## src/t1_payload_params.svh

```systemverilog
// register offsets, field positions, reset values and timing counts of the payload control bank
`ifndef T1_PAYLOAD_PARAMS_SVH
`define T1_PAYLOAD_PARAMS_SVH

// register indices; byte address is four times the index
`define IDX_TX_CFG        8'hCB
`define IDX_TX_ENABLE     8'hCC
`define IDX_RX_STATUS     8'hCD
`define IDX_RX_CONTROL    8'hCE
`define IDX_RX_DATA       8'hCF
`define IDX_RX_CFG        8'hD0

// configuration, enable and control register fields
`define CFG_SNAP_BIT      7
`define CFG_GSTRK_BIT     6
`define CFG_SUPP_MSB      5
`define CFG_SUPP_LSB      3
`define CFG_GSUB_MSB      2
`define CFG_GSUB_LSB      0
`define ENA_POS_BIT       3
`define ENA_ON_BIT        0
`define CTL_DIR_BIT       7

// reset values and write masks
`define TX_CFG_RESET      8'h80
`define RX_CFG_RESET      8'h80
`define TX_ENABLE_RESET   8'h00
`define TX_ENABLE_MASK    8'h09
`define RX_CFG_MASK       8'hC7

// zero code suppression selector codes
`define SUPP_NONE         3'h0
`define SUPP_FILL8        3'h1
`define SUPP_JAM8         3'h2
`define SUPP_FILL7        3'h3
`define SUPP_DDS          3'h4
`define DDS_BYTE          8'h98

// milliwatt pattern bytes: outer for phases 0 and 3, inner for 1 and 2
`define MW_ALAW_OUTER     8'h34
`define MW_ALAW_INNER     8'h21
`define MW_ULAW_OUTER     8'h1E
`define MW_ULAW_INNER     8'h0B

// substitution selector codes
`define SUB_NONE          3'h0
`define SUB_TRUNK         3'h1
`define SUB_ALAW          3'h2
`define SUB_ULAW          3'h3
`define SUB_LOOP          3'h4

// indirect banks, selected by address bits 6:5
`define BANK_CHSEL        2'h0
`define BANK_TRUNK        2'h1
`define BANK_SIG          2'h2
`define SIG_STRK_BIT      4

// clock cycles the indirect engine stays busy after a control write
`define IND_BUSY_CYCLES   2

`endif

```

## src/t1_payload_pkg.sv

```systemverilog
// types shared by the payload control bank and its surroundings
package t1_payload_pkg;

    typedef struct packed {
        logic       valid;
        logic [4:0] channel;     // 0 .. 23
        logic [7:0] data;
        logic [7:0] sig_byte;    // transmit_signaling_input for this channel
        logic       framed;      // SF or ESF format active
        logic       sf_start;    // first frame of the superframe
        logic       sig_frame;   // this frame carries signaling
        logic [1:0] sig_sel;     // 0 = A .. 3 = D
    } tx_in_s;

    typedef struct packed {
        logic [2:0] chan_sel;
        logic [7:0] trunk_code;
        logic       trunk_sig_en;
        logic [3:0] sig_code;
    } tx_chan_cfg_s;

    typedef struct packed {
        logic       valid;
        logic [4:0] channel;
        logic [7:0] data;
        logic [3:0] sig;         // extracted ABCD
        logic       sf_start;
        logic       sf_sync;     // superframe synchronised
    } rx_in_s;

    typedef struct packed {
        logic       valid;
        logic [4:0] channel;
        logic [7:0] data;
    } tx_out_s;

    typedef struct packed {
        logic       valid;
        logic [4:0] channel;
        logic [7:0] data;
        logic [3:0] sig;         // receive_signaling_output
    } rx_out_s;

    typedef enum logic { ind_idle, ind_busy } ind_state_e;

endpackage

```

## src/t1_payload_control_config.sv

```systemverilog
// payload control configuration bank, receive indirect access engine and per-channel byte datapath
`timescale 1ns/1ps
`include "t1_payload_params.svh"
module t1_payload_control_config #(
    parameter int CHANNELS    = 24,
    parameter int BUSY_CYCLES = `IND_BUSY_CYCLES
) (
    input  wire logic                         hclk,
    input  wire logic                         hresetn,
    input  wire logic                         hsel,
    input  wire logic [31:0]                  haddr,
    input  wire logic [1:0]                   htrans,
    input  wire logic                         hwrite,
    input  wire logic [2:0]                   hsize,
    input  wire logic [31:0]                  hwdata,
    input  wire logic                         hready,
    output logic      [31:0]                  hrdata,
    output logic                              hreadyout,
    output logic                              hresp,
    input  wire t1_payload_pkg::tx_in_s       tx_in,
    input  wire t1_payload_pkg::tx_chan_cfg_s tx_cfg,
    input  wire logic [7:0]                   loopback_data,
    input  wire t1_payload_pkg::rx_in_s       rx_in,
    output t1_payload_pkg::tx_out_s           tx_out,
    output t1_payload_pkg::rx_out_s           rx_out
);
    import t1_payload_pkg::*;

    // ------------------------------------------------------------
    // bus slave
    // ------------------------------------------------------------
    logic       wr_pend;
    logic [7:0] wr_idx;
    logic       acc;
    logic [7:0] a_idx;
    logic       wr_now;
    logic [7:0] wd;

    assign acc    = hsel && htrans[1] && hready;
    assign a_idx  = haddr[9:2];
    assign wr_now = wr_pend;
    assign wd     = hwdata[7:0];

    always_ff @(posedge hclk or negedge hresetn) begin
        if (!hresetn) begin
            wr_pend   <= 1'b0;
            wr_idx    <= 8'h00;
            hreadyout <= 1'b1;
            hresp     <= 1'b0;
        end else begin
            wr_pend   <= acc && hwrite && (haddr[31:10] == 22'h000000);
            wr_idx    <= a_idx;
            hreadyout <= 1'b1;
            hresp     <= 1'b0;
        end
    end

    // ------------------------------------------------------------
    // direct registers
    // ------------------------------------------------------------
    logic [7:0] tx_cfg_reg;
    logic [7:0] tx_ena_reg;
    logic [7:0] rx_cfg_reg;

    always_ff @(posedge hclk or negedge hresetn) begin
        if (!hresetn) begin
            tx_cfg_reg <= `TX_CFG_RESET;
            tx_ena_reg <= `TX_ENABLE_RESET;
            rx_cfg_reg <= `RX_CFG_RESET;
        end else if (wr_now) begin
            if (wr_idx == `IDX_TX_CFG) begin
                tx_cfg_reg <= wd;
            end
            if (wr_idx == `IDX_TX_ENABLE) begin
                tx_ena_reg <= wd & `TX_ENABLE_MASK;
            end
            if (wr_idx == `IDX_RX_CFG) begin
                rx_cfg_reg <= wd & `RX_CFG_MASK;
            end
        end
    end

    // ------------------------------------------------------------
    // receive indirect access engine
    // ------------------------------------------------------------
    ind_state_e state;
    logic [7:0] ctl_reg;
    logic [7:0] data_reg;
    logic [3:0] busy_cnt;
    logic [7:0] chsel_mem [CHANNELS];
    logic [7:0] trunk_mem [CHANNELS];
    logic [7:0] sig_mem   [CHANNELS];
    logic       ind_ok;
    logic [4:0] ind_ch;
    logic [1:0] ind_bank;
    logic [7:0] ind_rd;
    logic       busy;
    logic       done;

    assign busy     = (state == ind_busy);
    assign done     = busy && (busy_cnt == 4'h1);
    assign ind_bank = ctl_reg[6:5];
    assign ind_ch   = ctl_reg[4:0] - 5'h01;
    assign ind_ok   = (ind_bank != 2'h3) && (ctl_reg[4:0] != 5'h00) && (int'(ctl_reg[4:0]) <= CHANNELS);

    always_comb begin
        ind_rd = 8'h00;
        if (ind_ok) begin
            unique case (ind_bank)
                `BANK_CHSEL: ind_rd = chsel_mem[ind_ch];
                `BANK_TRUNK: ind_rd = trunk_mem[ind_ch];
                default:     ind_rd = sig_mem[ind_ch];
            endcase
        end
    end

    // a control write while busy is dropped so the running transfer keeps its address
    always_ff @(posedge hclk or negedge hresetn) begin
        if (!hresetn) begin
            state    <= ind_idle;
            ctl_reg  <= 8'h00;
            busy_cnt <= 4'h0;
        end else begin
            unique case (state)
                ind_idle: begin
                    if (wr_now && wr_idx == `IDX_RX_CONTROL) begin
                        ctl_reg  <= wd;
                        busy_cnt <= 4'(BUSY_CYCLES);
                        state    <= ind_busy;
                    end
                end
                ind_busy: begin
                    busy_cnt <= busy_cnt - 4'h1;
                    if (done) begin
                        state <= ind_idle;
                    end
                end
            endcase
        end
    end

    // data register: host load, or filled by a finished read
    always_ff @(posedge hclk or negedge hresetn) begin
        if (!hresetn) begin
            data_reg <= 8'h00;
        end else if (done && ctl_reg[`CTL_DIR_BIT]) begin
            data_reg <= ind_rd;
        end else if (wr_now && wr_idx == `IDX_RX_DATA && !busy) begin
            data_reg <= wd;
        end
    end

    always_ff @(posedge hclk or negedge hresetn) begin
        if (!hresetn) begin
            for (int i = 0; i < CHANNELS; i++) begin
                chsel_mem[i] <= 8'h00;
                trunk_mem[i] <= 8'h00;
                sig_mem[i]   <= 8'h00;
            end
        end else if (done && !ctl_reg[`CTL_DIR_BIT] && ind_ok) begin
            unique case (ind_bank)
                `BANK_CHSEL: chsel_mem[ind_ch] <= data_reg;
                `BANK_TRUNK: trunk_mem[ind_ch] <= data_reg;
                default:     sig_mem[ind_ch]   <= data_reg;
            endcase
        end
    end

    // ------------------------------------------------------------
    // read data, registered in the address phase
    // ------------------------------------------------------------
    logic [7:0] rd_byte;

    always_comb begin
        unique case (a_idx)
            `IDX_TX_CFG:     rd_byte = tx_cfg_reg;
            `IDX_TX_ENABLE:  rd_byte = tx_ena_reg;
            `IDX_RX_STATUS:  rd_byte = {7'h00, busy};
            `IDX_RX_CONTROL: rd_byte = ctl_reg;
            `IDX_RX_DATA:    rd_byte = data_reg;
            `IDX_RX_CFG:     rd_byte = rx_cfg_reg;
            default:         rd_byte = 8'h00;
        endcase
        if (haddr[31:10] != 22'h000000) begin
            rd_byte = 8'h00;
        end
    end

    // a read right after a write to the same register sees the old value of the written one
    always_ff @(posedge hclk or negedge hresetn) begin
        if (!hresetn) begin
            hrdata <= 32'h00000000;
        end else if (acc && !hwrite) begin
            hrdata <= {24'h000000, rd_byte};
        end
    end

    // ------------------------------------------------------------
    // shared byte functions
    // ------------------------------------------------------------
    function automatic logic [7:0] milliwatt(input logic alaw, input logic [2:0] ph);
        logic [7:0] r;
        r = 8'h00;
        unique case (ph[1:0])
            2'h0, 2'h3: r = alaw ? `MW_ALAW_OUTER : `MW_ULAW_OUTER;
            default:    r = alaw ? `MW_ALAW_INNER : `MW_ULAW_INNER;
        endcase
        if (ph[2]) begin
            r = r | 8'h80;
        end
        return r;
    endfunction

    function automatic logic [7:0] replace(input logic [2:0] sel, input logic [7:0] d,
                                           input logic [7:0] trunk, input logic [7:0] lb,
                                           input logic [2:0] ph, input logic tx_side);
        logic [7:0] r;
        r = d;
        case (sel)
            `SUB_TRUNK: r = trunk;
            `SUB_ALAW:  r = milliwatt(1'b1, ph);
            `SUB_ULAW:  r = milliwatt(1'b0, ph);
            `SUB_LOOP:  r = tx_side ? lb : d;
            default:    r = d;
        endcase
        return r;
    endfunction

    // data[0] is channel bit 8, data[1] is bit 7
    function automatic logic [7:0] suppress(input logic [2:0] code, input logic [7:0] d,
                                            input logic sig_frame);
        logic [7:0] r;
        r = d;
        case (code)
            `SUPP_FILL8: if (d == 8'h00) r = sig_frame ? 8'h02 : 8'h01;
            `SUPP_JAM8:  r = d | 8'h01;
            `SUPP_FILL7: if (d == 8'h00) r = 8'h02;
            `SUPP_DDS:   if (d == 8'h00) r = `DDS_BYTE;
            default:   r = d;
        endcase
        return r;
    endfunction

    // ------------------------------------------------------------
    // transmit datapath
    // ------------------------------------------------------------
    logic [3:0] tx_snap [CHANNELS];
    logic [2:0] tx_phase;
    logic       tx_ch_ok;
    logic [3:0] tx_live;
    logic [3:0] tx_nib;
    logic [2:0] tx_sel;
    logic [7:0] tx_d;
    logic [2:0] tx_gsub;

    assign tx_ch_ok = int'(tx_in.channel) < CHANNELS;
    assign tx_gsub  = tx_cfg_reg[`CFG_GSUB_MSB:`CFG_GSUB_LSB];

    always_comb begin
        tx_live = tx_ena_reg[`ENA_POS_BIT] ? {tx_in.sig_byte[3:2], 2'b00}
                                            : tx_in.sig_byte[3:0];
        tx_nib = tx_live;
        if (tx_cfg_reg[`CFG_SNAP_BIT] && tx_in.framed && !tx_in.sf_start && tx_ch_ok) begin
            tx_nib = tx_snap[tx_in.channel];
        end
        if (tx_cfg_reg[`CFG_GSTRK_BIT] || tx_cfg.trunk_sig_en) begin
            tx_nib = tx_cfg.sig_code;
        end
        tx_sel = (tx_gsub == `SUB_NONE) ? tx_cfg.chan_sel : tx_gsub;
        tx_d   = replace(tx_sel, tx_in.data, tx_cfg.trunk_code, loopback_data, tx_phase, 1'b1);
        if (tx_in.sig_frame) begin
            tx_d[0] = tx_nib[2'd3 - tx_in.sig_sel];
        end
        tx_d = suppress(tx_cfg_reg[`CFG_SUPP_MSB:`CFG_SUPP_LSB], tx_d, tx_in.sig_frame);
        if (!tx_ena_reg[`ENA_ON_BIT]) begin
            tx_d = tx_in.data;
        end
    end

    always_ff @(posedge hclk or negedge hresetn) begin
        if (!hresetn) begin
            for (int i = 0; i < CHANNELS; i++) begin
                tx_snap[i] <= 4'h0;
            end
        end else if (tx_in.valid && tx_in.sf_start && tx_ch_ok) begin
            tx_snap[tx_in.channel] <= tx_live;
        end
    end

    // milliwatt phase steps once per frame, after the last channel
    always_ff @(posedge hclk or negedge hresetn) begin
        if (!hresetn) begin
            tx_phase <= 3'h0;
        end else if (tx_in.valid && int'(tx_in.channel) == CHANNELS - 1) begin
            tx_phase <= tx_phase + 3'h1;
        end
    end

    always_ff @(posedge hclk or negedge hresetn) begin
        if (!hresetn) begin
            tx_out <= '0;
        end else begin
            tx_out.valid   <= tx_in.valid;
            tx_out.channel <= tx_in.channel;
            tx_out.data    <= tx_d;
        end
    end

    // ------------------------------------------------------------
    // receive datapath
    // ------------------------------------------------------------
    logic [3:0] rx_snap [CHANNELS];
    logic [2:0] rx_phase;
    logic       rx_ch_ok;
    logic [4:0] rx_ch;
    logic [3:0] rx_nib;
    logic [2:0] rx_sel;
    logic [7:0] rx_d;
    logic [2:0] rx_gsub;

    assign rx_ch_ok = int'(rx_in.channel) < CHANNELS;
    assign rx_ch    = rx_ch_ok ? rx_in.channel : 5'h00;
    assign rx_gsub  = rx_cfg_reg[`CFG_GSUB_MSB:`CFG_GSUB_LSB];

    always_comb begin
        rx_nib = rx_in.sig;
        if (rx_cfg_reg[`CFG_SNAP_BIT] && rx_in.sf_sync && !rx_in.sf_start) begin
            rx_nib = rx_snap[rx_ch];
        end
        if (rx_cfg_reg[`CFG_GSTRK_BIT] || sig_mem[rx_ch][`SIG_STRK_BIT]) begin
            rx_nib = sig_mem[rx_ch][3:0];
        end
        rx_sel = (rx_gsub == `SUB_NONE) ? chsel_mem[rx_ch][7:5] : rx_gsub;
        rx_d   = replace(rx_sel, rx_in.data, trunk_mem[rx_ch], 8'h00, rx_phase, 1'b0);
    end

    always_ff @(posedge hclk or negedge hresetn) begin
        if (!hresetn) begin
            for (int i = 0; i < CHANNELS; i++) begin
                rx_snap[i] <= 4'h0;
            end
        end else if (rx_in.valid && rx_in.sf_start && rx_ch_ok) begin
            rx_snap[rx_ch] <= rx_in.sig;
        end
    end

    always_ff @(posedge hclk or negedge hresetn) begin
        if (!hresetn) begin
            rx_phase <= 3'h0;
        end else if (rx_in.valid && int'(rx_in.channel) == CHANNELS - 1) begin
            rx_phase <= rx_phase + 3'h1;
        end
    end

    always_ff @(posedge hclk or negedge hresetn) begin
        if (!hresetn) begin
            rx_out <= '0;
        end else begin
            rx_out.valid   <= rx_in.valid;
            rx_out.channel <= rx_in.channel;
            rx_out.data    <= rx_d;
            rx_out.sig     <= rx_nib;
        end
    end

endmodule

```

## config.mk

```make
export PLATFORM = sky130hd
export DESIGN_NAME = t1_payload_control_config
export DESIGN_NICKNAME = d
export VERILOG_FILES = /design/src/t1_payload_pkg.sv /design/src/t1_payload_control_config.sv
export VERILOG_INCLUDE_DIRS = /design/src /design/src/src
export SDC_FILE = /design/constraint.sdc
export NUM_CORES = 2
export LEC_CHECK = 0
export ABC_AREA = 1
export BUFFER_PORTS_ARGS = -buffer_cell sky130_fd_sc_hd__buf_2
export CAP_MARGIN = 20
export CORE_MARGIN = 4
export CORE_UTILIZATION = 56
export CTS_CLUSTER_SIZE = 10
export DETAILED_ROUTE_END_ITERATION = 6
export PLACE_DENSITY = 0.82
export SLEW_MARGIN = 0
export SYNTH_ARGS = -nofsm -noshare
export SYNTH_HDL_FRONTEND = slang
export SYNTH_SLANG_ARGS = --single-unit
```

## constraint.sdc

```tcl
create_clock -name hclk -period 3.6 [get_ports hclk]
set_clock_uncertainty 0.2 [all_clocks]
set_input_delay 0.36 -clock hclk [delete_from_list [all_inputs] [get_ports hclk]]
set_output_delay 0.36 -clock hclk [all_outputs]
set_load 0.05 [all_outputs]
```

Yosys cells after proc, flatten, opt, wreduce, memory -nomap -nowiden
Index checks and enable logic that the tools add are counted.
{"block": "totals", "word_cells": 317, "out_inout_bits": 66, "regBits": 859}
{"block": "classes", "bitwise": 5, "order_cmp": 10, "addsub": 5, "eq_ne": 30, "reduce_logical": 55, "mux": 73}
{"op": "192-bit bitwise mux", "n": 3}
{"op": "8-bit binary-select mux with 5-bit select", "n": 6}
{"op": "96-bit bitwise mux", "n": 2}
{"op": "8-bit 2-to-1 mux", "n": 23}
{"op": "8-bit == test, second input constant", "n": 11}
{"op": "8-bit one-hot mux with 4 select lines", "n": 2}
{"op": "8-bit one-hot mux with 6 select lines", "n": 1}
{"op": "4-bit 2-to-1 mux", "n": 11}
{"op": "4-bit binary-select mux with 5-bit select", "n": 2}
{"op": "4-bit demux with 5-bit select", "n": 2}
{"op": "8-bit demux with 5-bit select", "n": 1}
{"op": "5-bit 2-to-1 mux", "n": 7}
{"op": "1-bit logical AND", "n": 28}
{"op": "8-bit one-hot mux with 3 select lines", "n": 1}
{"op": "22-bit zero test", "n": 1}
{"op": "22-bit nonzero test", "n": 1}
{"op": "3-bit by 2-bit == test with 1-bit output, second input constant", "n": 6}
{"op": "6-bit >= comparator, second input constant", "n": 3}
{"op": "6-bit by 1-bit < comparator with 1-bit output, second input constant", "n": 3}
{"op": "5-bit NOT with 6-bit output", "n": 3}
{"op": "8-bit one-hot mux with 2 select lines", "n": 1}
{"op": "2-bit AND reduction", "n": 7}
{"op": "5-bit == test, second input constant", "n": 2}
{"op": "5-bit < comparator, second input constant", "n": 2}
{"op": "27 further kinds", "n": 49}

Logic depth before layout (Yosys ltp)
{"block": "depth", "word_depth": 13, "depth_mapped": 22, "ltp_nobuf": 19}

Worst setup path before layout
No wires, ideal clock.
{"block": "synth_timing", "kind": "reg2reg", "from": "reg ctl_reg[0]", "to": "reg data_reg[6]", "stages_incl_launch_ff": 18, "slack_ns": 0.196, "required_ns": 3.313, "synth_period_minus_slack_ns": 3.404, "path_buffers": 6, "setup_time_ns": 0.087, "arrival_ns": 3.117, "path_cell_list": "dfrtp_1 inv_1 buf_2 buf_1 clkbuf_1 ha_1 clkbuf_1 inv_1 clkbuf_1 clkbuf_1 o21ai_0 o221ai_1 nand3_1 nand2_1 o2111ai_1 a21oi_1 nand3_1 a22oi_1"}
{"block": "synth_between", "elab_chain_cells": 8, "word_cells_on_any_way": 18, "classes_between": "add/sub: 1; order compare: 1; mux: 12; bitwise: 1; reduce/logical: 3"}
{"element": "start: declaration", "line_no": "t1_payload_control_config.sv:87", "text": "logic [7:0] ctl_reg;"}
{"element": "start signal: assignment", "line_no": "t1_payload_control_config.sv:127", "text": "ctl_reg <= wd;"}
{"element": "5-bit by 1-bit subtractor with 5-bit output", "line_no": "t1_payload_control_config.sv:103", "text": "assign ind_ch = ctl_reg[4:0] - 5'h01;"}
{"element": "5-bit NOT with 6-bit output (implied by the code)", "line_no": "t1_payload_control_config.sv:110, t1_payload_control_config.sv:111, t1_payload_control_config.sv:112"}
{"element": "8-bit binary-select mux with 5-bit select (on tied branches)", "line_no": "t1_payload_control_config.sv:112, t1_payload_control_config.sv:110, t1_payload_control_config.sv:111"}
{"element": "8-bit 2-to-1 mux (on tied branches) (2 in series)", "line_no": "t1_payload_control_config.sv:112, t1_payload_control_config.sv:110, t1_payload_control_config.sv:111"}
{"element": "8-bit one-hot mux with 2 select lines", "line_no": "t1_payload_control_config.sv:109", "text": "unique case (ind_bank)"}
{"element": "8-bit 2-to-1 mux *", "line_no": "t1_payload_control_config.sv:108", "text": "if (ind_ok) begin"}
{"element": "8-bit 2-to-1 mux *", "line_no": "t1_payload_control_config.sv:146", "text": "end else if (done && ctl_reg[`CTL_DIR_BIT]) begin"}
{"element": "end signal: assignment", "line_no": "t1_payload_control_config.sv:147", "text": "data_reg <= ind_rd;"}
{"element": "end signal: assignment", "line_no": "t1_payload_control_config.sv:149", "text": "data_reg <= wd;"}
{"element": "end: declaration", "line_no": "t1_payload_control_config.sv:88", "text": "logic [7:0] data_reg;"}
Every way passes the cells marked *; elsewhere a longest branch is shown, timed or not. The select of a mux whose other input is x is not followed.
A chain may end at the register's enable or synchronous reset.

Worst setup path in the final report
{"block": "layout_timing", "from": "reg ctl_reg[1]", "to": "reg chsel_mem[54] (netlist bit)"}
{"block": "layout_between", "elab_chain_cells": 7, "word_cells_on_any_way": 14, "classes_between": "add/sub: 1; order compare: 3; mux: 3; bitwise: 1; reduce/logical: 6"}
{"element": "5-bit by 1-bit subtractor with 5-bit output", "line_no": "t1_payload_control_config.sv:103"}
{"element": "5-bit NOT with 6-bit output (implied by the code)", "line_no": "t1_payload_control_config.sv:162", "text": "`BANK_CHSEL: chsel_mem[ind_ch] <= data_reg;"}
{"element": "6-bit >= comparator (implied by the code) or 6-bit by 1-bit < comparator with 1-bit output (tied branches)", "line_no": "t1_payload_control_config.sv:162"}
{"element": "1-bit logical AND (implied by the code)", "line_no": "t1_payload_control_config.sv:162"}
{"element": "8-bit 2-to-1 mux (implied by the code)", "line_no": "t1_payload_control_config.sv:162"}
{"element": "8-bit demux with 5-bit select", "line_no": "t1_payload_control_config.sv:162"}
{"element": "192-bit bitwise mux", "line_no": "t1_payload_control_config.sv:162"}
{"element": "end signal: indexed assignment", "line_no": "t1_payload_control_config.sv:162"}
{"element": "end: declaration", "line_no": "t1_payload_control_config.sv:90", "text": "logic [7:0] chsel_mem [CHANNELS];"}
Parallel ways exist; a longest one is shown, timed or not.

==> results.toml <==
[drt]
drc = 1
wire_per_inst_um = 21.7
drtPass1Iterations = 7
num_vias = 40079
drtIter0Drc = 5688
drtAntennaViolNets = 0
routed_wl_um = 135000
viasPerCell = 6.43

[placement]
placed_area_um2 = 43800
gp_congestion = 0.981
port_buffers = 150
dp_hpwl_um = 84500

[sta]
layout_min_cycle_time_ns = 3.46
drv_slew = 0
worst_pin_slew_ns = 0.991
max_freq_ghz = 0.289
rsz0062_at_grt = "false"
holdWs_ns = 0.0400
finalSetupViolCount = 0
period_share = 0.962
hold_viol = 0
tns_ns = 0
relSlewSlack = 0.335

[yosys]
synth_top_family_by_area = "compound AO/OA/AOI/OAI gates"
netlist_area_um2 = 42200
avgSynthCellArea_um2 = 8.22
synthMuxAreaShare = 0.000267
synth_top_area_share = 0.508
synth-seq-area-share = 0.510
ys_seq_elements = 859
synth_edf_count = 0
synth_compound_area_frac = 0.222
postSynthCellCount = 5134
ys_types = 57
yosysTopAreaCell = "dfrtp_1"
synthSimpleGateAreaFrac = 0.202
synth_ff_type = "dfrtp_1"
async_flop_share = 1.00
synth_xor_area_frac = 0.00273
synth_adder_area_share = 0.00386
synth.area.top_cells = "dfrtp_1 51%, nand2_1 14%, o21ai_0 11%"
ys_warn_count = 0

[cts]
cts.sinks = 859
cts_tree = "built"
clockRootBuffer = "clkbuf_16"
cts.path.max_buffers = 3
cts_buffers = 97
insertion_delay_ns = 0.67
h-tree-depth = 3
clk_pin_slew_ns = 0.06

[setup_path]
cp.depth = 10
crit_family = "simple AND/OR/NAND/NOR gates"
r2r-start = "ctl_reg[1]"
reg2reg_setup_slack_ns = 0.14
timing.rr.end = "chsel_mem[54]"
path_cells = "inv_1 > ha_1 > nand2_2 > xor2_4 > buf_4 > nand3_1 > nor2_1 > nand2_1 > nand2_1 > o21ai_0"
crit_top_cell = "nand2_1"
critical_path_class = "flop to flop"
critPathLaunch = "ctl_reg[1]"
endpoint = "chsel_mem[54]"
cp_num_buf_inv = 2
cp-start-kind = "flop"
cp.arrival_ns = 3.76
cp.required_ns = 3.90
endpoint_kind = "flop"
rr_worst_depth = 10
slowest_stage = "xor2_4"
cpPeakStageDelay_ns = 0.47
cp_max_fo = 16

[die]
initial_utilization = 0.566
rows = 100
io-pin-count = 211
die_h_um = 282
die_width_um = 282
core_area_um2 = 74600
dieArea_um2 = 79800

[grt]
grt_first_pass_wirelength_um = 210000
antenna_found_initial = 1
grt-ovfl-total = 0
grt_pass1_vias = 38172
grt_max_degree = 155
track_usage = 0.331

[layout]
area_growth_pct = 12.0
final_util = 0.633
n_fill_cell = 6109
drive_above_1_share = 0.0984
reg_top3 = "chsel_mem (192), sig_mem (192), trunk_mem (192)"
post-route-cell-area_um2 = 47200
nets = 5395

[power]
peakVddDrop_uv = 350
p_per_area_nw_per_um2 = 436
p_leak_nw = 22.3
total_power_w = 0.0206

[min_path]
holdCritPathClass = "input pin to flop"

[status]
violations = "DRC"
status = "complete, but fails checks"

[job]
drv_cap = 0
## tightest hold or removal path, stage by stage
cell and delay [ns]:
buf_2 0.08, nand2_1 0.04, buf_4 0.21, a21oi_1 0.15
## cell type report
type	count	area [µm²]	share of cell area
sequential	859	21500	0.455
multi-input combinational	3757	18400	0.389
timing repair buffer	359	2770	0.0587
clock buffer	122	2620	0.0554
tap	969	1210	0.0257
inverter	162	628	0.0133
clock inverter	5	98.8	0.00209
timing repair inverter	1	7.51	0.000159
antenna	1	2.50	0.0000530
## synth_stat cells (all sizes together), types with 4 or more instances
cell	count
nand2	1599
o21ai	979
dfrtp	857
clkbuf	253
nor2	238
a21oi	214
inv	157
o22ai	148
nand3	139
buf	127
a22oi	101
a32o	47
nor3	47
o221ai	45
nand4	34
o2111ai	30
o211ai	22
ha	13
a31oi	12
nor4	8
o21a	8
o31ai	8
clkinv	5
or2	5
xor2	5
o32ai	4
## cell usage in the layout (no fill, tap or decap), drive strengths merged, types with 4 or more instances in the layout
cell type	synthesis	layout
a32o	47	47
nand3	139	139
o22ai	148	148
nor3	47	47
o2111ai	30	30
inv	157	161
nor2	238	238
nand2	1599	1599
a22oi	101	101
o211ai	22	22
o21a	8	8
dfrtp	857	857
nand4	34	34
conb	2	26
a31oi	12	12
dlygate4sd3	0	63
xor2	5	5
o221ai	45	45
a21oi	214	214
or2	5	5
buf	127	296
clkbuf	253	122
o32ai	4	4
o31ai	8	8
o21ai	979	979
ha	13	13
nor4	8	8
## routing by layer
metal,routed length [µm],share of wire,track usage,up-vias
li1,-,-,-,17692
met1,51200,0.38,0.430,19086
met2,60500,0.45,0.511,2684
met3,15600,0.12,0.0911,617
met4,7830,0.058,0.176,0
met5,0,0,0,-
## logic make-up (layout without fill, tap and decap cells)
| group | after synthesis | after routing |
|---|---|---|
| simple gates | 2076 | 2076 |
| xor+xnor | 8 | 8 |
| buf+inv | 542 | 649 |
| other cells | 2 | 27 |
| mux | 1 | 1 |
| compound gates | 1633 | 1633 |
| flops | 859 | 859 |
| fa+ha+maj | 13 | 13 |
## power by group
group / switching, W / leakage [nW] / total (W) / internal, W
sequential: 0.000159 / 11.7 / 0.0101 / 0.00994
combinational: 0.00107 / 9.24 / 0.00156 / 0.000490
clock: 0.00385 / 1.32 / 0.00894 / 0.00509
total: 0.00508 / 22.3 / 0.0206 / 0.0155
## what timing repair did
action                                 in CTS  in global routing
gates resized for setup                     0                 18
hold buffers                               63                  0
setup endpoints to repair                   0                 32
endpoints found under the hold margin     307                  0
setup buffers                               0                  0
## how the worst min path moves through the flow
stage | start | to | slack (ns) | cells past startpoint
floorplan | hresetn | busy | -0.14 | 0
global placement | hresetn | rx_snap[67] | 0.14 | 1
detailed placement | hresetn | rx_snap[67] | 0.14 | 1
CTS | loopback_data[4] | tx_out[4] | 0.003 | 5
global route | tx_in[6] | tx_snap[89] | 0.06 | 4
finish | tx_in[6] | tx_snap[61] | 0.04 | 4
## per-stage QoR
stage	worst slack, ns	std cells
final	0.138	6235
after detailed placement	0.135	6043
after CTS	0.140	6233
after floorplan	0.196	5158
after global placement	0.191	6043
after global routing	0.00256	6234
(Power assumes the default switching activity.)
